## config.mk

```make
export PLATFORM = sky130hd
export DESIGN_NAME = smr_routing_regs
export DESIGN_NICKNAME = d
export VERILOG_FILES = /design/src/smr_pkg.sv /design/src/smr_routing_regs.sv
export SDC_FILE = /design/constraint.sdc
export NUM_CORES = 1
export LEC_CHECK = 0
export BUFFER_PORTS_ARGS = -buffer_cell sky130_fd_sc_hd__buf_2
export CAP_MARGIN = 30
export CELL_PAD_IN_SITES_DETAIL_PLACEMENT = 1
export CELL_PAD_IN_SITES_GLOBAL_PLACEMENT = 2
export CORE_MARGIN = 4
export CORE_UTILIZATION = 28
export DETAILED_ROUTE_END_ITERATION = 10
export GPL_TIMING_DRIVEN = 0
export PLACE_DENSITY_LB_ADDON = 0.1
export SLEW_MARGIN = 30
export SYNTH_ARGS = -nofsm -noshare
export SYNTH_HDL_FRONTEND = slang
export SYNTH_SLANG_ARGS = --single-unit
```

## constraint.sdc

```tcl
create_clock -name clk -period 6.5 [get_ports clk]
set_input_delay 1.3 -clock clk [delete_from_list [all_inputs] [get_ports clk]]
set_output_delay 1.3 -clock clk [all_outputs]
set_load 0.01 [all_outputs]
```

## src/smr_pkg.sv

```systemverilog
// Package: register map, field positions and shared types for the management routing bank.
package smr_pkg;

    // ------------------------------------------------------------------
    // Register offsets (byte address is four times the index)
    // ------------------------------------------------------------------
    localparam logic [7:0] OFF_SMI_ENABLE_TWO   = 8'h19;
    localparam logic [7:0] OFF_SMI_ENABLE_THREE = 8'h1A;
    localparam logic [7:0] OFF_SMI_ENABLE_FOUR  = 8'h1B;
    localparam logic [7:0] OFF_EDGE_PIN_STATUS  = 8'h1C;
    localparam logic [7:0] OFF_POWER_GOOD_SEL   = 8'h1D;
    localparam logic [7:0] OFF_FORCED_MEDIA     = 8'h1E;
    localparam logic [7:0] OFF_IRQ_STATUS       = 8'h30;
    localparam logic [7:0] OFF_IRQ_MASK         = 8'h31;

    // ------------------------------------------------------------------
    // Reset values and field positions
    // ------------------------------------------------------------------
    localparam logic [7:0] RST_ZERO          = 8'h00;
    localparam logic [7:0] RST_FORCED_MEDIA  = 8'h03;
    localparam logic [7:0] EN2_VALID_MASK    = 8'hF7;
    localparam logic [7:0] EN3_VALID_MASK    = 8'hFE;
    localparam logic [7:0] EN4_UART_MASK     = 8'h53;
    localparam logic [7:0] EDGE_VALID_MASK   = 8'h33;
    localparam logic [7:0] PGS_VALID_MASK    = 8'h07;
    localparam logic [7:0] FORCE_VALID_MASK  = 8'h03;
    localparam logic [2:0] IRQ_VALID_MASK    = 3'h7;
    localparam int BIT_TO_WAKE   = 5;
    localparam int BIT_TO_SERIAL = 6;
    localparam int BIT_TO_PIN    = 7;
    localparam int BIT_WDT2_SRC  = 0;
    localparam int BIT_THERM_SRC = 1;
    localparam int BIT_WDT2_IN   = 2;

    // Event bits of the block interrupt status register.
    localparam int EVT_EDGE  = 0;
    localparam int EVT_GROUP = 1;
    localparam int EVT_FORCE = 2;

    // Source bundles carried into the bank.
    typedef struct packed {
        logic mouseIrq;
        logic keyboardIrq;
        logic infraredIrq;
        logic mouseClickEvent;
        logic [7:0] gpioGroupThree;  // Bit 0 unused; 21,22,54,55,56,57,60.
        logic [7:0] groupFour;       // U3,U4,32,33,U5,42,U6,61.
    } smr_sources_t;

    typedef struct packed {
        logic headStepPulse;
        logic driveSelectZero;
        logic driveSelectOne;
        logic mediaChangedPin;
    } smr_floppy_t;

endpackage

```

## src/smr_routing_regs.sv

```systemverilog
// Management interrupt routing, edge status, power-good selects and forced media change.
// How it works
// [RULE_01] Enable bit 1 passes source, 0 blocks.
// [RULE_02] Enable two: mouse, keyboard, infrared, click.
// [RULE_03] Bit 5 routes group into wake logic.
// [RULE_04] Bit 6 routes group onto serial IRQ.
// [RULE_05] Bit 7 routes group onto pin.
// [RULE_06] Enable three gates seven GPIO sources.
// [RULE_07] Enable four gates UARTs and GPIO pins.
// [RULE_08] Edge status bits clear on written one.
// [RULE_09] Edge status sets on either pin edge.
// [RULE_10] Edge status bits 7:6 read zero.
// [RULE_11] Bit 0 selects watchdog as power-good source.
// [RULE_12] Bit 1 selects thermal trip as source.
// [RULE_13] Bit 2 is watchdog software input.
// [RULE_14] Force bits per drive, reset 0x03.
// [RULE_15] Software may set, never clear, force bits.
// [RULE_16] Step or drive select clears force bit.
// [RULE_17] Media flag combines selects, force, pin.
// [RULE_18] Missing UARTs make enable-four bits reserved.
module smr_routing_regs
    import smr_pkg::*;
#(
    parameter bit HAS_EXTRA_UARTS = 1'b1
) (
    // Clock and reset
    input  wire logic         clk,
    input  wire logic         resetn,
    // Avalon-MM slave
    input  wire logic [9:0]   address,
    input  wire logic         read,
    input  wire logic         write,
    input  wire logic [31:0]  writedata,
    input  wire logic [3:0]   byteenable,
    output logic [31:0]       readdata,
    output logic              waitrequest,
    output logic [1:0]        response,
    // Event sources
    input  wire smr_sources_t sources,
    input  wire logic         gpioPin21,
    input  wire logic         gpioPin22,
    input  wire logic         gpioPin60,
    input  wire logic         gpioPin61,
    input  wire logic         secondWatchdogEvent,
    input  wire logic         thermalTrip,
    input  wire smr_floppy_t  floppy,
    // Routed outputs
    output logic              groupMgmtInterrupt,
    output logic              mgmtInterruptPinN,
    output logic              groupToSerialIrq,
    output logic              groupToWakeLogic,
    output logic              powerGoodResetRequest,
    output logic              secondWatchdogInputBit,
    output logic              mediaChangedFlag,
    output logic              irq
);

    // ------------------------------------------------------------------
    // Register state
    // ------------------------------------------------------------------
    logic [7:0] smiEnableTwo;
    logic [7:0] smiEnableThree;
    logic [7:0] smiEnableFour;
    logic [7:0] edgePinStatus;
    logic [7:0] powerGoodSourceSelect;
    logic [7:0] forcedMediaChange;
    logic [2:0] irqStatus;
    logic [2:0] irqMask;
    logic [3:0] pinLast;
    logic       groupLast;
    logic       forceLast;
    logic       reqDone;

    // ------------------------------------------------------------------
    // Bus decode
    // ------------------------------------------------------------------
    // Every access answers one cycle after it is presented: the first
    // cycle of a request waits, the second completes it.
    wire [7:0] regIndex   = address[9:2];
    wire       wordAlign  = (address[1:0] == 2'b00);
    wire       accessReq  = (read | write) & ~reqDone;
    wire       hitEn2     = wordAlign && (regIndex == OFF_SMI_ENABLE_TWO);
    wire       hitEn3     = wordAlign && (regIndex == OFF_SMI_ENABLE_THREE);
    wire       hitEn4     = wordAlign && (regIndex == OFF_SMI_ENABLE_FOUR);
    wire       hitEdge    = wordAlign && (regIndex == OFF_EDGE_PIN_STATUS);
    wire       hitPgs     = wordAlign && (regIndex == OFF_POWER_GOOD_SEL);
    wire       hitForce   = wordAlign && (regIndex == OFF_FORCED_MEDIA);
    wire       hitIrqSts  = wordAlign && (regIndex == OFF_IRQ_STATUS);
    wire       hitIrqMask = wordAlign && (regIndex == OFF_IRQ_MASK);
    wire       hitAny     = hitEn2 | hitEn3 | hitEn4 | hitEdge | hitPgs | hitForce
                            | hitIrqSts | hitIrqMask;
    wire       wrTake     = write & reqDone & byteenable[0];
    wire [7:0] wrByte     = writedata[7:0];

    // Enable-four bits that exist on this build.
    // [RULE_18] reserved UART positions
    wire [7:0] en4Mask = HAS_EXTRA_UARTS ? 8'hFF : ~EN4_UART_MASK;

    assign waitrequest = accessReq;

    // ------------------------------------------------------------------
    // Group interrupt routing
    // ------------------------------------------------------------------
    // [RULE_02] enable two sources
    // [RULE_01] per-bit source gating
    wire       hitTwo   = |(smiEnableTwo[4:0] & {sources.mouseClickEvent, 1'b0,
                           sources.infraredIrq, sources.keyboardIrq, sources.mouseIrq});
    // [RULE_06] gpio group three gating
    wire       hitThree = |(smiEnableThree & sources.gpioGroupThree & EN3_VALID_MASK);
    // [RULE_07] group four gating
    wire       hitFour  = |(smiEnableFour & sources.groupFour & en4Mask);

    assign groupMgmtInterrupt = hitTwo | hitThree | hitFour;
    // [RULE_03] route into wake logic
    assign groupToWakeLogic   = groupMgmtInterrupt & smiEnableTwo[BIT_TO_WAKE];
    // [RULE_04] route onto serial stream
    assign groupToSerialIrq   = groupMgmtInterrupt & smiEnableTwo[BIT_TO_SERIAL];
    // [RULE_05] route onto pin, active low
    assign mgmtInterruptPinN  = ~(groupMgmtInterrupt & smiEnableTwo[BIT_TO_PIN]);

    // ------------------------------------------------------------------
    // Power-good sources and floppy flag
    // ------------------------------------------------------------------
    // [RULE_11] watchdog source select
    wire pgWdt   = powerGoodSourceSelect[BIT_WDT2_SRC] & secondWatchdogEvent;
    // [RULE_12] thermal source select
    wire pgTherm = powerGoodSourceSelect[BIT_THERM_SRC] & thermalTrip;
    assign powerGoodResetRequest  = pgWdt | pgTherm;
    // [RULE_13] watchdog software bit
    assign secondWatchdogInputBit = powerGoodSourceSelect[BIT_WDT2_IN];
    // [RULE_17] media change flag
    assign mediaChangedFlag = (floppy.driveSelectZero & forcedMediaChange[0])
                            | (floppy.driveSelectOne & forcedMediaChange[1])
                            | floppy.mediaChangedPin;

    // ------------------------------------------------------------------
    // Edge detection
    // ------------------------------------------------------------------
    wire [3:0] pinNow   = {gpioPin61, gpioPin60, gpioPin22, gpioPin21};
    wire [3:0] pinEdge  = pinNow ^ pinLast;
    // [RULE_09] either-edge status set
    wire [7:0] edgeSet  = {2'b00, pinEdge[3], pinEdge[2], 2'b00, pinEdge[1], pinEdge[0]};
    // [RULE_08] write-one clear
    wire [7:0] edgeClr  = (wrTake && hitEdge) ? wrByte : RST_ZERO;
    // Set wins over clear so no edge is lost in the clearing cycle.
    // [RULE_10] reserved bits stay zero
    wire [7:0] next_edgePinStatus = ((edgePinStatus & ~edgeClr) | edgeSet) & EDGE_VALID_MASK;

    // Force bits: software sets, drive activity clears, set wins.
    // [RULE_16] step and select clear
    wire [1:0] forceClr = {floppy.headStepPulse | floppy.driveSelectOne,
                           floppy.headStepPulse | floppy.driveSelectZero};
    // [RULE_15] software only sets
    wire [1:0] forceSet = (wrTake && hitForce) ? wrByte[1:0] : 2'b00;
    wire [7:0] next_forcedMediaChange = {6'h00, (forcedMediaChange[1:0] & ~forceClr) | forceSet};

    // Block interrupt events.
    wire       groupRise = groupMgmtInterrupt & ~groupLast;
    wire       forceFall = (|forcedMediaChange[1:0]) == 1'b0 && forceLast;
    wire [2:0] evtSet    = {forceFall, groupRise, |edgeSet};
    wire [2:0] evtClr    = (wrTake && hitIrqSts) ? wrByte[2:0] : 3'h0;
    wire [2:0] next_irqStatus = ((irqStatus & ~evtClr) | evtSet) & IRQ_VALID_MASK;

    assign irq = |(irqStatus & irqMask);

    // ------------------------------------------------------------------
    // Register writes
    // ------------------------------------------------------------------
    always_ff @(posedge clk) begin
        if (!resetn) begin
            smiEnableTwo          <= RST_ZERO;
            smiEnableThree        <= RST_ZERO;
            smiEnableFour         <= RST_ZERO;
            powerGoodSourceSelect <= RST_ZERO;
            irqMask               <= 3'h0;
        end else if (wrTake) begin
            if (hitEn2) begin
                smiEnableTwo <= wrByte & EN2_VALID_MASK;
            end else if (hitEn3) begin
                smiEnableThree <= wrByte & EN3_VALID_MASK;
            end else if (hitEn4) begin
                smiEnableFour <= wrByte & en4Mask;
            end else if (hitPgs) begin
                powerGoodSourceSelect <= wrByte & PGS_VALID_MASK;
            end else if (hitIrqMask) begin
                irqMask <= wrByte[2:0];
            end
        end
    end

    // Status, history and handshake state.
    always_ff @(posedge clk) begin
        if (!resetn) begin
            edgePinStatus     <= RST_ZERO;
            // [RULE_14] force bits reset active
            forcedMediaChange <= RST_FORCED_MEDIA;
            irqStatus         <= 3'h0;
            pinLast           <= 4'h0;
            groupLast         <= 1'b0;
            forceLast         <= 1'b1;
            reqDone           <= 1'b0;
        end else begin
            edgePinStatus     <= next_edgePinStatus;
            forcedMediaChange <= next_forcedMediaChange & FORCE_VALID_MASK;
            irqStatus         <= next_irqStatus;
            pinLast           <= pinNow;
            groupLast         <= groupMgmtInterrupt;
            forceLast         <= |forcedMediaChange[1:0];
            reqDone           <= accessReq;
        end
    end

    // ------------------------------------------------------------------
    // Read data
    // ------------------------------------------------------------------
    wire [7:0] rdByte =
        hitEn2     ? smiEnableTwo :
        hitEn3     ? smiEnableThree :
        hitEn4     ? smiEnableFour :
        hitEdge    ? edgePinStatus :
        hitPgs     ? powerGoodSourceSelect :
        hitForce   ? forcedMediaChange :
        hitIrqSts  ? {5'h00, irqStatus} :
        hitIrqMask ? {5'h00, irqMask} : RST_ZERO;

    always_ff @(posedge clk) begin
        if (!resetn) begin
            readdata <= 32'h0000_0000;
            response <= 2'b00;
        end else begin
            readdata <= {24'h00_0000, rdByte};
            response <= hitAny ? 2'b00 : 2'b10;  // Unmapped answers slave error.
        end
    end

    // ------------------------------------------------------------------
    // Checks
    // ------------------------------------------------------------------
    edge_sets_a : assert property (@(posedge clk) disable iff (!resetn) // [RULE_09]
        $changed(gpioPin21) |=> edgePinStatus[0])
        else $error("edge on pin 21 not recorded");
    clear_one_a : assert property (@(posedge clk) disable iff (!resetn) // [RULE_08]
        (wrTake && hitEdge && wrByte[4] && !pinEdge[2]) |=> !edgePinStatus[4])
        else $error("write one did not clear status");
    reserved_zero_a : assert property (@(posedge clk) disable iff (!resetn) // [RULE_10]
        edgePinStatus[7:6] == 2'b00)
        else $error("reserved status bits set");
    pin_route_a : assert property (@(posedge clk) disable iff (!resetn) // [RULE_05]
        !mgmtInterruptPinN |-> (groupMgmtInterrupt && smiEnableTwo[7]))
        else $error("pin driven without enable");
    wake_route_a : assert property (@(posedge clk) disable iff (!resetn) // [RULE_03]
        groupToWakeLogic == (groupMgmtInterrupt && smiEnableTwo[5]))
        else $error("wake routing wrong");
    serial_route_a : assert property (@(posedge clk) disable iff (!resetn) // [RULE_04]
        groupToSerialIrq |-> smiEnableTwo[6])
        else $error("serial routing without enable");
    force_noclear_a : assert property (@(posedge clk) disable iff (!resetn) // [RULE_15]
        (forcedMediaChange[0] && !forceClr[0]) |=> forcedMediaChange[0])
        else $error("force bit lost without drive activity");
    force_clear_a : assert property (@(posedge clk) disable iff (!resetn) // [RULE_16]
        (floppy.headStepPulse && !(wrTake && hitForce)) |=> forcedMediaChange[1:0] == 2'b00)
        else $error("step did not clear force bits");
    media_flag_a : assert property (@(posedge clk) disable iff (!resetn) // [RULE_17]
        (floppy.driveSelectZero && forcedMediaChange[0]) |-> mediaChangedFlag)
        else $error("forced change not shown");
    pg_select_a : assert property (@(posedge clk) disable iff (!resetn) // [RULE_11]
        (secondWatchdogEvent && !powerGoodSourceSelect[0] && !thermalTrip)
            |-> !powerGoodResetRequest)
        else $error("watchdog reached power good while deselected");
    bus_answer_a : assert property (@(posedge clk) disable iff (!resetn)
        (read && waitrequest) |=> !waitrequest)
        else $error("read not answered in one cycle");

endmodule

```

* Word-level counts from Yosys, hierarchy flattened *
Cells that the tools add are included.

storage, ports and cells
  register bits = 84
  memories kept = 0
  bits in read-only memories = 0
  input port bits = 80
  latch bits = 0
  memory bits (writable) = 0

cells by class
  add/sub/neg operators = 0
  equality and inequality tests = 8
  multipliers = 0
  mux-type cells = 12
  bitwise logic cells = 48
  reduce and logical (&&, ||, !) cells = 24
  order comparisons = 0
  shift operators = 0
  div/mod/pow operators = 0

operator list
  operator                                       number
  == test 8 x 5 -> 1 bit, second input constant  6
  2-to-1 mux 8 bit                               6
  bitwise AND 8 bit                              2
  == test 8 x 6 -> 1 bit, second input constant  2
  bitwise OR 1 bit                               15
  logical AND 1 bit                              12
  bitwise AND 1 bit                              11
  2-to-1 mux 3 bit                               3
  inverter 1 bit                                 8
  OR reduction 8 bit                             1
  OR reduction 7 bit                             1
  bitwise AND 3 bit                              2
  bitwise AND 6 bit                              1
  2-to-1 mux 6 bit                               1
  inverter 6 bit                                 1
  bitwise OR 6 bit                               1
  AND reduction 6 bit                            1
  bitwise AND 5 bit                              1
  AND reduction 5 bit                            1
  OR reduction 5 bit                             1
  2-to-1 mux 2 bit                               2
  AND reduction 4 bit                            1
  OR reduction 4 bit                             1
  XOR 4 bit                                      1
  10 further kinds                               10

* Depth between registers and ports, before layout *
Gate-level depths: netlist of the first run.

  depth in word-level cells = 10
  mapped depth = 6
  gate-level depth less buffers = 4

* Least setup slack after synthesis of the first run *
Ideal clock, no wire load.

  path kind = input to output
  start point = in sources[9] (netlist bit)
  end point = out mgmtInterruptPinN
  stages on the path = 4
  slack = 3063 ps
  arrival = 2137 ps
  cells stage by stage = a22o_1 > a221oi_1 > and4_1 > a21bo_2

on the way
  cells in the longest elaborated chain, start to end = 6

ends and longest elaborated chain
  item                           RTL line                 text
  start: declaration             smr_routing_regs.sv:39   input wire smr_sources_t sources,
  bitwise AND 8 bit              smr_routing_regs.sv:109  wire hitThree = |(smiEnableThree & sources.gpioGroupThree & EN3_VALID_MASK);
  OR reduction 7 bit             smr_routing_regs.sv:109
  bitwise OR 1 bit (2 in a row)  smr_routing_regs.sv:113  assign groupMgmtInterrupt = hitTwo | hitThree | hitFour;
  bitwise AND 1 bit              smr_routing_regs.sv:119  assign mgmtInterruptPinN = ~(groupMgmtInterrupt & smiEnableTwo[BIT_TO_PIN]);
  inverter 1 bit                 smr_routing_regs.sv:119
  end: declaration               smr_routing_regs.sv:49   output logic mgmtInterruptPinN,

No other way between the ends.

* Final worst setup path of the first run *
  start point = in sources[16] (netlist bit)
  end point = out groupToWakeLogic

on the way
  cells in the longest elaborated chain, start to end = 5

ends and longest elaborated chain
  item                           RTL line                 text
  bitwise AND 5 bit              smr_routing_regs.sv:106  wire hitTwo = |(smiEnableTwo[4:0] & {sources.mouseClickEvent, 1'b0,
  OR reduction 5 bit             smr_routing_regs.sv:106
  bitwise OR 1 bit (2 in a row)  smr_routing_regs.sv:113
  bitwise AND 1 bit              smr_routing_regs.sv:115  assign groupToWakeLogic = groupMgmtInterrupt & smiEnableTwo[BIT_TO_WAKE];
  end: declaration               smr_routing_regs.sv:51   output logic groupToWakeLogic,

No other way between the ends.

==> summary.md, run 1 <==
| Metric | Value |
|---|---|
| Mapped Cells | `a little over 300` |
| Worst r2r src | `reqDone$_SDFF_PN0_` |
| Worst-Skew Late Latency | `about 0.31 ns` |
| Initial DRC count | `99` |
| Final Power | `about 0.63 mW` |
| CP endpoint kind | `primary output` |
| # setup viols final | `0` |
| Final wirelength | `about 8900 um` |
| Drt drc | `0` |
| Number of top-level pins | `roughly 120` |
| Distinct cell type count after synthesis | `56` |
| GRT Util Overall | `15.97%` |
| Worst slew pin tran | `around 0.8 ns` |
| Final period util | `about 59%` |
| Final ANT Viol Nets | `0` |
| VDD IR max | `about 0.000074 V` |
| #FFs+latches synth | `53` |
| Post-CTS Repair Setup Buffers | `0` |
| Post-DP HPWL | `about 7000 um` |
| Syn Std Cell Area | `2735 sq um` |
| Top FF cell, synth | `dfxtp_1` |
| Lkg Pwr | `1.538 nW` |
| First-pass GRT wire length | `roughly 14000 um` |
| Critical Path AT | `~2.5 ns` |
| Largest net degree at the start of global routing | `16` |
| Die ar. | `11410 sq um` |
| Num CTS Buffers | `5` |
| Rel. slew slack | `about 45%` |
| Post_cts resized | `0` |
| FMAX | `roughly 0.26 GHz` |
| Synth warn | `0` |
| RSZ-0062 raised after global routing | `no` |
| Clk sink count | `53` |
| Max-cap violations | `0` |
| Die W | `between 100 and 150 um` |
| Antenna cells | `0` |
| CTS max path bufs | `2` |
| HP Class | `flip-flop to flip-flop` |
| Initial antenna violation count | `0` |
| Status | `finished, final reports clean` |
| Pre-Repair DR Iteration Count | `4` |
| I/O Buffers | `66` |
| Worst-path clk slew | `0.09 ns` |
| Setup_tns | `0 ns` |
| Async set-reset flop share out of synthesis | `0%` |
| Share of cells above drive strength 1 | `a little over a quarter` |
| DR vias/cell | `4.707` |
| Crit Path Category | `primary input to primary output` |
| Clock Skew | `roughly 0.0066 ns` |
| Syn avg cell area | `~9 sq um` |
| Die Height | `roughly 110 um` |
| Wire per inst | `16.66 um` |
| CTS tree | `done` |
| Crit path max fanout | `6` |
| Std cell rows | `35` |
| Vias | `roughly 2.5k` |
| Initial Util | `between 20% and 30%` |
| Critical Path Source Type | `primary input` |
| Core ar. | `between 9000 and 10000 sq um` |
| Final min period | `3.826 ns` |
| Hold Startpoint | `forceLast$_SDFF_PN1_` |
| Fin nets | `roughly 490` |
| Total gr overflow | `0` |
| Register area share after synthesis | `about two fifths` |
| Final Slew Violations | `0` |
| CTS Hold Bufs | `0` |
| Power Dens Cells | `about 180 nW/um^2` |
| CP Launch Point | `sources[16]` |
| Critical path required time | `5.20 ns` |
| Placer Congestion | `between 0.7 and 0.8` |
| Vias in the first global route | `roughly 2.7k` |
| Area Growth Syn to Fin | `24.98%` |
| Post-synth EDFFs | `0` |
| Endpoints failing hold | `0` |
| CTS root buffer | `clkbuf_8` |
| H-Tree Depth | `2` |
cell usage in the layout (no fill, tap or decap), types with 7 or more instances in the layout:
master / instances
a21boi_0: 8
buf_2: 67
buf_4: 26
mux2i_1: 29
nand2_1: 23
nand3_1: 9
a22oi_1: 8
dfxtp_1: 53
clkbuf_1: 13
clkbuf_8: 7
conb_1: 25
a21oi_1: 13
nor2_1: 33
critical path, stage by stage:
cell	delay [ns]
buf_2	0.10
a222oi_1	0.43
and4_1	0.39
a21boi_0	0.14
buf_2	0.17
cells by family (layout without fill, tap and decap cells):
| kind of cell | Yosys count | after routing | share of synthesized area, % |
|---|---|---|---|
| buffers and inverters | 49 | 123 | 10.61 |
| AO/OA/AOI/OAI | 61 | 61 | 16.24 |
| multiplexers | 31 | 31 | 11.44 |
| flip-flops | 53 | 53 | 38.79 |
| other | 1 | 25 | 0.1371 |
| AND/OR/NAND/NOR | 109 | 109 | 21.50 |
| XOR/XNOR | 4 | 4 | 1.281 |
routing by layer:
layer	global-route usage [%]	routed length, um	vias up
met2	25.99	4160	86
met1	22.16	4239	1176
met3	2.468	433	8
met5	0	0	-
li1	-	-	1248
met4	3.836	81	0
final cells by class:
class / count / area (sq um)
well taps: 129 / 161.4
repair buffers: 66 / 330.3
multi-input cells: 230 / 1474
inverters: 6 / 22.52
plain buffers: 43 / 267.8
flip-flops and latches: 53 / 1061
clock buffers: 7 / 96.34
fillers: 1166 / 5953
clock inverters: 1 / 5.005
synthesized netlist by cell type, types with 4 or more instances:
cell type	n	area share, %
dfxtp_1	53	39
nor2_1	33	4.5
mux2i_1	29	11
buf_4	26	7.1
nand2_1	23	3.2
a21oi_1	13	2.4
clkbuf_1	13	1.8
nand3_1	9	1.6
a21boi_0	8	2.2
a22oi_1	8	2.2
inv_1	5	0.69
nor3_1	5	0.91
o21a_1	5	1.4
and2_1	4	0.91
nor2b_1	4	0.91
xor2_1	4	1.3
report_power, final:
part / internal [mW] / total [mW] / switching (mW)
registers: 0.331 / 0.335 / 0.00401
logic: 0.0366 / 0.0848 / 0.0481
clock network: 0.0966 / 0.207 / 0.111
total: 0.465 / 0.627 / 0.163
path summary, 6_finish.rpt:
path / end / slack, ns / depth (start not counted)
setup / recovery: groupToWakeLogic / 2.67 / 5
hold / removal: irqStatus[2]$_SDFF_PN0_ / 0.47 / 2
setup reg to reg: powerGoodSourceSelect[0]$_SDFFE_PN0P_ / 4.15 / 6
hold reg to reg: irqStatus[2]$_SDFF_PN0_ / 0.47 / 2
stage by stage:
step                      setup slack (ns)  cells  util [%]  hold slack (ns)  area [sq um]
after floorplan                      3.063    332         -           0.4226          2825
after global placement               2.613    527     35.39           0.4326          3317
after detailed placement             2.658    527     35.39           0.4503          3317
final                                2.674    535     36.48           0.4684          3418
after CTS                            2.651    535     36.48           0.4723          3418
after global routing                 2.564    535     36.48           0.4913          3418
registers in the layout, summed over array words and instances (netlist names):
name                   cells
edgePinStatus              4
forceLast                  1
forcedMediaChange          2
groupLast                  1
irqMask                    3
irqStatus                  3
pinLast                    4
powerGoodSourceSelect      3
readdata                   8
reqDone                    1
response                   1
smiEnableFour              8
smiEnableThree             7
smiEnableTwo               7
No activity file was read; power rests on OpenSTA's default activity.
==> run 2, diff against run 1 <==
--- a/config.mk
+++ b/config.mk
@@ -5,12 +5,13 @@
 export SDC_FILE = /design/constraint.sdc
 export NUM_CORES = 1
 export LEC_CHECK = 0
+export ABC_AREA = 1
 export BUFFER_PORTS_ARGS = -buffer_cell sky130_fd_sc_hd__buf_2
 export CAP_MARGIN = 30
 export CELL_PAD_IN_SITES_DETAIL_PLACEMENT = 1
 export CELL_PAD_IN_SITES_GLOBAL_PLACEMENT = 2
 export CORE_MARGIN = 4
-export CORE_UTILIZATION = 28
+export CORE_UTILIZATION = 24
 export DETAILED_ROUTE_END_ITERATION = 10
 export GPL_TIMING_DRIVEN = 0
 export PLACE_DENSITY_LB_ADDON = 0.1
==> constraint.sdc (replaced) <==
create_clock -name clk -period 3.7 [get_ports clk]
set_input_delay 0.74 -clock clk [delete_from_list [all_inputs] [get_ports clk]]
set_output_delay 0.74 -clock clk [all_outputs]
set_load 0.01 [all_outputs]
==> run 2 against run 1 <==
Compared with the run above: first-iteration DRC count down 40%; clock power rose to 2.7 times the previous value; sequential cell count unchanged; synthesized cell count up 28%; global-route usage down 1.3 points; setup slack worse by 1.5 ns; critical path type unchanged.
==> summary.md, run 2 <==
| Metric | Value |
|---|---|
| M1 wire length | `about 4200 um` |
| VDD IR max | `0.0002151 V` |
| Crit Path Category | `primary input to primary output` |
| Total gr overflow | `0` |
| Worst r2r src | `reqDone$_SDFF_PN0_` |
| Power Dens Cells | `~360 nW/um^2` |
| Placed cell count | `630` |
| RR Endpoint | `irqStatus[0]$_SDFF_PN0_` |
| Number of top-level pins | `approximately 120` |
| WL met2 | `about 4600 um` |
| Max-cap violations | `0` |
| Worst-path clk slew | `about 0.07 ns` |
| Synth warn | `0` |
| Top cell type's share of synthesized area | `between 30% and 40%` |
| Placer Congestion | `about 0.8` |
| Pre-Repair DR Iteration Count | `4` |
| Final period util | `roughly two thirds` |
| Core ar. | `between 10000 and 15000 sq um` |
| Top-count cell post-synth | `nand2_1` |
| Num CTS Buffers | `5` |
| Net Sw Power | `between 0.3 and 0.4 mW` |
| CTS Hold Bufs | `0` |
| H-Tree Depth | `2` |
| Endpoint with the worst hold slack | `reqDone$_SDFF_PN0_` |
| Logic pwr share | `between 10% and 20%` |
| CTS tree | `done` |
| Final Power | `approximately 1.3 mW` |
| Vias in the first global route | `roughly 3k` |
| CP endpoint kind | `primary output` |
| Crit path max fanout | `4` |
| Metal3 WL | `between 400 and 500 um` |
| Top FF cell, synth | `dfxtp_1` |
| Worst Reg2Reg Path Length in Cells | `5` |
| Distinct cell type count after synthesis | `37` |
| Commonest non-fill, non-tap cell in the layout | `nand2_1` |
| I/O Buffers | `slightly below 70` |
| Internal power | `0.9550 mW` |
| DR vias/cell | `4.359` |
| Syn Std Cell Area | `approximately 2800 sq um` |
| Drt drc | `0` |
| Worst slew pin tran | `~0.66 ns` |
| Post-DP HPWL | `between 7000 and 8000 um` |
| Worst-Skew Late Latency | `roughly 0.30 ns` |
| Hold Crit Depth | `1` |
| Post-route insts no fill | `roughly 640` |
| #FFs+latches synth | `53` |
| RSZ-0062 raised after global routing | `no` |
| Register area share after synthesis | `~38%` |
| Initial DRC count | `between 50 and 60` |
| Area Growth Syn to Fin | `27.86%` |
| Final Slew Violations | `0` |
| Initial Util | `between 20% and 30%` |
| Setup_tns | `0 ns` |
| Critical Path AT | `1.77 ns` |
| Die Height | `between 100 and 150 um` |
| Largest net degree at the start of global routing | `17` |
| First-pass GRT wire length | `roughly 15000 um` |
| Biggest regs | `readdata x8, smiEnableFour x8` |
| Top Layer Used | `met4` |
| Critical path required time | `slightly below 3 ns` |
| Hold Startpoint | `reqDone$_SDFF_PN0_` |
| Syn avg cell area | `roughly 7.1 sq um` |
| HP Class | `flip-flop to flip-flop` |
| Rel. slew slack | `55.97%` |
| Synth top area cells | `dfxtp_1, nand2_1, buf_4, inv_1, a21oi_1` |
| Die W | `about 120 um` |
| Share of cells above drive strength 1 | `27.33%` |
| Clock Skew | `approximately 0.0053 ns` |
| Initial antenna violation count | `0` |
| Wire per inst | `14.80 um` |
| Critical Path Source Type | `primary input` |
| Post-synth EDFFs | `0` |
| Post_cts resized | `0` |
| Synth area leader | `dfxtp_1` |
| Mapped Cells | `394` |
| Endpoints failing hold | `0` |
| Die ar. | `about 13000 sq um` |
| Post-CTS Repair Setup Buffers | `0` |
| GRT Util Overall | `between 10 and 15%` |
| # setup viols final | `0` |
| Clk sink count | `53` |
| Post-synth top cells | `nand2_1, dfxtp_1, inv_1, nor2_1, a21oi_1` |
| CTS max path bufs | `2` |
| CTS root buffer | `clkbuf_16` |
| Flop2flop setup slack | `around 2.1 ns` |
| Std cell rows | `39` |
| FMAX | `~0.40 GHz` |
| Part of the power in registers | `46.2%` |
| Lkg Pwr | `1.731 nW` |
| Fin nets | `approximately 570` |
| Vias | `roughly 2.8k` |
| Sw frac | `between 20% and 30%` |
| Most frequent cells in the layout | `nand2_1, buf_2, dfxtp_1` |
| Final wirelength | `9428 um` |
| Final min period | `2.514 ns` |
| Status | `finished, final reports clean` |
| Hold WS | `about 0.45 ns` |
| Async set-reset flop share out of synthesis | `0%` |
| Antenna cells | `0` |
| Clock power share | `between 40% and 50%` |
| Final ANT Viol Nets | `0` |
[run 2: changes by cell type after synthesis, moves of 10 or more]
cell      before  now
a21oi_1       13   31
clkbuf_1      13    3
inv_1          5   47
mux2i_1       29    0
nand2_1       23   89
o21ai_0        3   24
[run 2: cell type report]
cell class	instances	area [sq um]
buffer	33	256.5
clock buffer	5	125.1
clock inverter	2	38.79
fill	1484	7846
inverter	53	201.4
multi-input combinational	279	1365
sequential	53	1061
tap	143	178.9
timing repair buffer	69	345.3
[run 2: through the flow]
step | instance area, sq um | worst slack (ns) | utilization, %
floorplan | 2884 | 1.526 | -
global placement | 3408 | 1.170 | 29.85
detailed placement | 3408 | 1.164 | 29.85
CTS | 3572 | 1.165 | 31.28
global route | 3572 | 1.031 | 31.28
finish | 3572 | 1.186 | 31.28
[run 2: worst max-delay path by stage]
stage	from	endpoint	slack, ns	cells after the start
after floorplan	sources[0]	groupToSerialIrq	1.53	6
after global placement	sources[0]	groupToWakeLogic	1.17	8
after detailed placement	sources[0]	groupToSerialIrq	1.16	8
after CTS	sources[0]	groupToSerialIrq	1.16	8
after global routing	sources[14]	groupToWakeLogic	1.03	9
final	sources[0]	groupToSerialIrq	1.19	8
[run 2: per-layer routing]
| layer | vias up | GRT usage, % |
|---|---|---|
| li1 | 1415 | - |
| met1 | 1288 | 18.34 |
| met2 | 63 | 25.51 |
| met3 | 11 | 2.559 |
| met4 | 0 | 4.795 |
| met5 | - | 0 |
[run 2: critical path, cell delays in order]
cell	delay, ns
buf_2	0.11
a22o_1	0.22
inv_1	0.06
nand4_1	0.06
nand2b_1	0.25
inv_1	0.15
nor2_1	0.05
buf_2	0.13
[run 2: logic make-up (layout without fill, tap and decap cells)]
kind of cell | Yosys count | after routing | share of synthesized area [%]
AND/OR/NAND/NOR | 172 | 172 | 27.90
AO/OA/AOI/OAI | 78 | 78 | 16.35
XOR/XNOR | 4 | 4 | 1.254
buffers and inverters | 86 | 162 | 16.39
other | 1 | 25 | 0.1342
flip-flops | 53 | 53 | 37.98
[run 2: power groups by stage]
stage / Combinational (mW) / Clock, mW / Sequential [mW]
floorplan: 0.0752 / 0 / 0.600
global placement: 0.131 / 0 / 0.602
detailed placement: 0.132 / 0 / 0.602
CTS: 0.133 / 0.570 / 0.588
global route: 0.148 / 0.591 / 0.590
finish: 0.132 / 0.552 / 0.588
==> run 3, diff against run 2 <==
--- a/config.mk
+++ b/config.mk
@@ -5,7 +5,7 @@
 export SDC_FILE = /design/constraint.sdc
 export NUM_CORES = 1
 export LEC_CHECK = 0
-export ABC_AREA = 1
+export ABC_AREA = 0
 export BUFFER_PORTS_ARGS = -buffer_cell sky130_fd_sc_hd__buf_2
 export CAP_MARGIN = 30
 export CELL_PAD_IN_SITES_DETAIL_PLACEMENT = 1
==> constraint.sdc (replaced) <==
create_clock -name clk -period 2.1 [get_ports clk]
set_input_delay 0.42 -clock clk [delete_from_list [all_inputs] [get_ports clk]]
set_output_delay 0.42 -clock clk [all_outputs]
set_load 0.01 [all_outputs]
==> run 3 against run 2 <==
Compared with the run above: final area fell by 0.32%; global-route usage fell by 0.77 points; clock power rose by 80%; first-iteration DRC count rose by 92%; setup slack got worse by 1.1 ns; routed wire length fell by 0.87%; critical path depth fell by 3; largest power group unchanged.
==> summary.md, run 3 (synthesis gave the netlist of run 1 again) <==
| Metric | Value |
|---|---|
| Status | `finished, final reports clean` |
| DR vias/cell | `4.702` |
| Most frequent cells in the layout | `buf_2, dfxtp_1, nor2_1` |
| Critical Path AT | `1.63 ns` |
| Clk sink count | `53` |
| Met3 Usage GRT | `under 10%` |
| VDD IR max | `between 0.0003 and 0.0004 V` |
| Number of top-level pins | `123` |
| Met2 Track Usage GR | `a little under a quarter` |
| CTS root buffer | `clkbuf_16` |
| Die ar. | `roughly 13000 sq um` |
| Core ar. | `around 11000 sq um` |
| Vias in the first global route | `approximately 2.6k` |
| Pre-Repair DR Iteration Count | `4` |
| Crit Path Category | `flip-flop to primary output` |
| Die W | `between 100 and 150 um` |
| Drt drc | `0` |
| Fin nets | `just under 500` |
| Vias | `2572` |
| Post-DP HPWL | `7278 um` |
| Setup WS post-layout | `between 0.05 and 0.06 ns` |
| CTS max path bufs | `2` |
| FMAX | `about 0.49 GHz` |
| CP endpoint kind | `primary output` |
| Initial Util | `between 20% and 30%` |
| I/O Buffers | `between 60 and 70` |
| Final min period | `about 2 ns` |
| Finished layout cell area | `about 3600 sq um` |
| RSZ-0062 raised after global routing | `yes` |
| Share of cells above drive strength 1 | `28.75%` |
| GRT Util Overall | `between 10% and 20%` |
| Initial antenna violation count | `0` |
| Hold WS | `0.3491 ns` |
| Met1 usage | `between 10% and 20%` |
| HP Class | `primary input to flip-flop` |
| Max-cap violations | `0` |
| Largest net degree at the start of global routing | `17` |
| Power Dens Cells | `645.0 nW/um^2` |
| Place WS | `-0.4728 ns` |
| H-Tree Depth | `2` |
| Placer Congestion | `between 0.7 and 0.8` |
| Final ANT Viol Nets | `0` |
| Crit-path cells | `a22o_1 > a221oi_2 > and4_4 > a21boi_0 > buf_2` |
| Final wirelength | `between 9000 and 10000 um` |
| CTS tree | `done` |
| Critical path required time | `approximately 1.7 ns` |
| Wire per inst | `17.09 um` |
| Worst-Skew Late Latency | `0.29 ns` |
| Total gr overflow | `0` |
| CP max stage delay | `around 0.33 ns` |
| Biggest regs | `readdata x8, smiEnableFour x8` |
| CP max stage cell | `dfxtp_1` |
| Critical Path Source Type | `flip-flop` |
| Commonest non-fill, non-tap cell in the layout | `buf_2` |
| Endpoints failing hold | `0` |
| First-pass GRT wire length | `approximately 14000 um` |
| Post-DP Area | `between 3000 and 4000 sq um` |
| CP top delay family | `compound AO/OA/AOI/OAI gates` |
| Rel. slew slack | `between 50 and 60%` |
| Area Growth Syn to Fin | `30.19%` |
| Global routing's busiest layer | `met2` |
| Antenna cells | `0` |
| Final period util | `a little over nine tenths` |
| Initial DRC count | `113` |
| Std cell rows | `38` |
| Worst slew pin tran | `roughly 0.7 ns` |
| Crit path max fanout | `6` |
| Final Slew Violations | `0` |
| Buf/Inv on CP | `1` |
| # setup viols final | `0` |
| Clock Skew | `about 0.0071 ns` |
| Die Height | `around 110 um` |
| Num CTS Buffers | `5` |
| Worst-path clk slew | `about 0.07 ns` |
| Post-layout util | `32.42%` |
| CTS Hold Bufs | `0` |
| Lkg Pwr | `1.605 nW` |
==> run 3: cell count changes in the layout (fill, tap and decap cells not counted), moves of 5 or more <==
cell and delta:
nand2_1 -66, a21oi_2 -5, inv_1 -42, clkbuf_1 +10
mux2i_1 +29, a21oi_1 -18, o21ai_0 -21, a211oi_1 -6
nor2_2 -7, a21boi_0 +8, a22oi_1 +8, o21a_1 +5
nand3_1 -7
==> run 3: metal layers <==
metal	up-vias	share of wire, %	wire, um
met5	-	0	0
met4	0	0.76	71
met3	5	5.0	471
met2	70	49	4547
met1	1237	46	4256
li1	1260	-	-
==> run 3: power breakdown <==
group          total, mW  switching (mW)  internal, mW
combinational      0.265           0.151         0.114
clock              0.992           0.396         0.596
sequential          1.04          0.0130          1.03
total               2.30           0.560          1.74
==> run 3: what timing repair did <==
| item | 4_1_cts | 5_1_grt |
|---|---|---|
| pin swaps | 2 | 3 |
| setup endpoints to repair | 15 | 23 |
| cloned | 0 | 0 |
| setup buffers | 0 | 1 |
| resized for setup | 4 | 8 |
==> run 3: worst paths after layout <==
check	depth (start not counted)	slack, ns	startpoint	end
hold reg to reg	1	0.43	reqDone$_SDFF_PN0_	reqDone$_SDFF_PN0_
setup / recovery	5	0.05	smiEnableThree[1]$_SDFFE_PN0P_	groupToWakeLogic
setup reg to reg	6	0.09	reqDone$_SDFF_PN0_	powerGoodSourceSelect[1]$_SDFFE_PN0P_
hold / removal	2	0.35	gpioPin22	pinLast[1]$_SDFF_PN0_
==> run 3: layout make-up <==
cell class | instances | area (sq um)
fill | 1327 | 7422
multi-input combinational | 230 | 1495
sequential | 53 | 1064
timing repair buffer | 67 | 356.6
buffer | 43 | 271.5
tap | 140 | 175.2
clock buffer | 6 | 138.9
clock inverter | 2 | 37.54
inverter | 6 | 22.52
==> run 3: stage by stage <==
step | instances | total power [mW] | setup TNS, ns
finish | 547 | 2.297 | 0
global placement | 538 | 1.324 | -8.109
global route | 547 | 2.384 | -0.06917
CTS | 546 | 2.313 | 0
floorplan | 332 | 1.214 | 0
detailed placement | 538 | 1.325 | -8.025
==> run 3: worst register-to-register path, stage by stage, from the launching register on <==
cell and delay (ns):
dfxtp_2 0.35, or4b_4 0.46, buf_4 0.18, nor3_4 0.41
and3_1 0.23, buf_4 0.13, mux2i_1 0.17
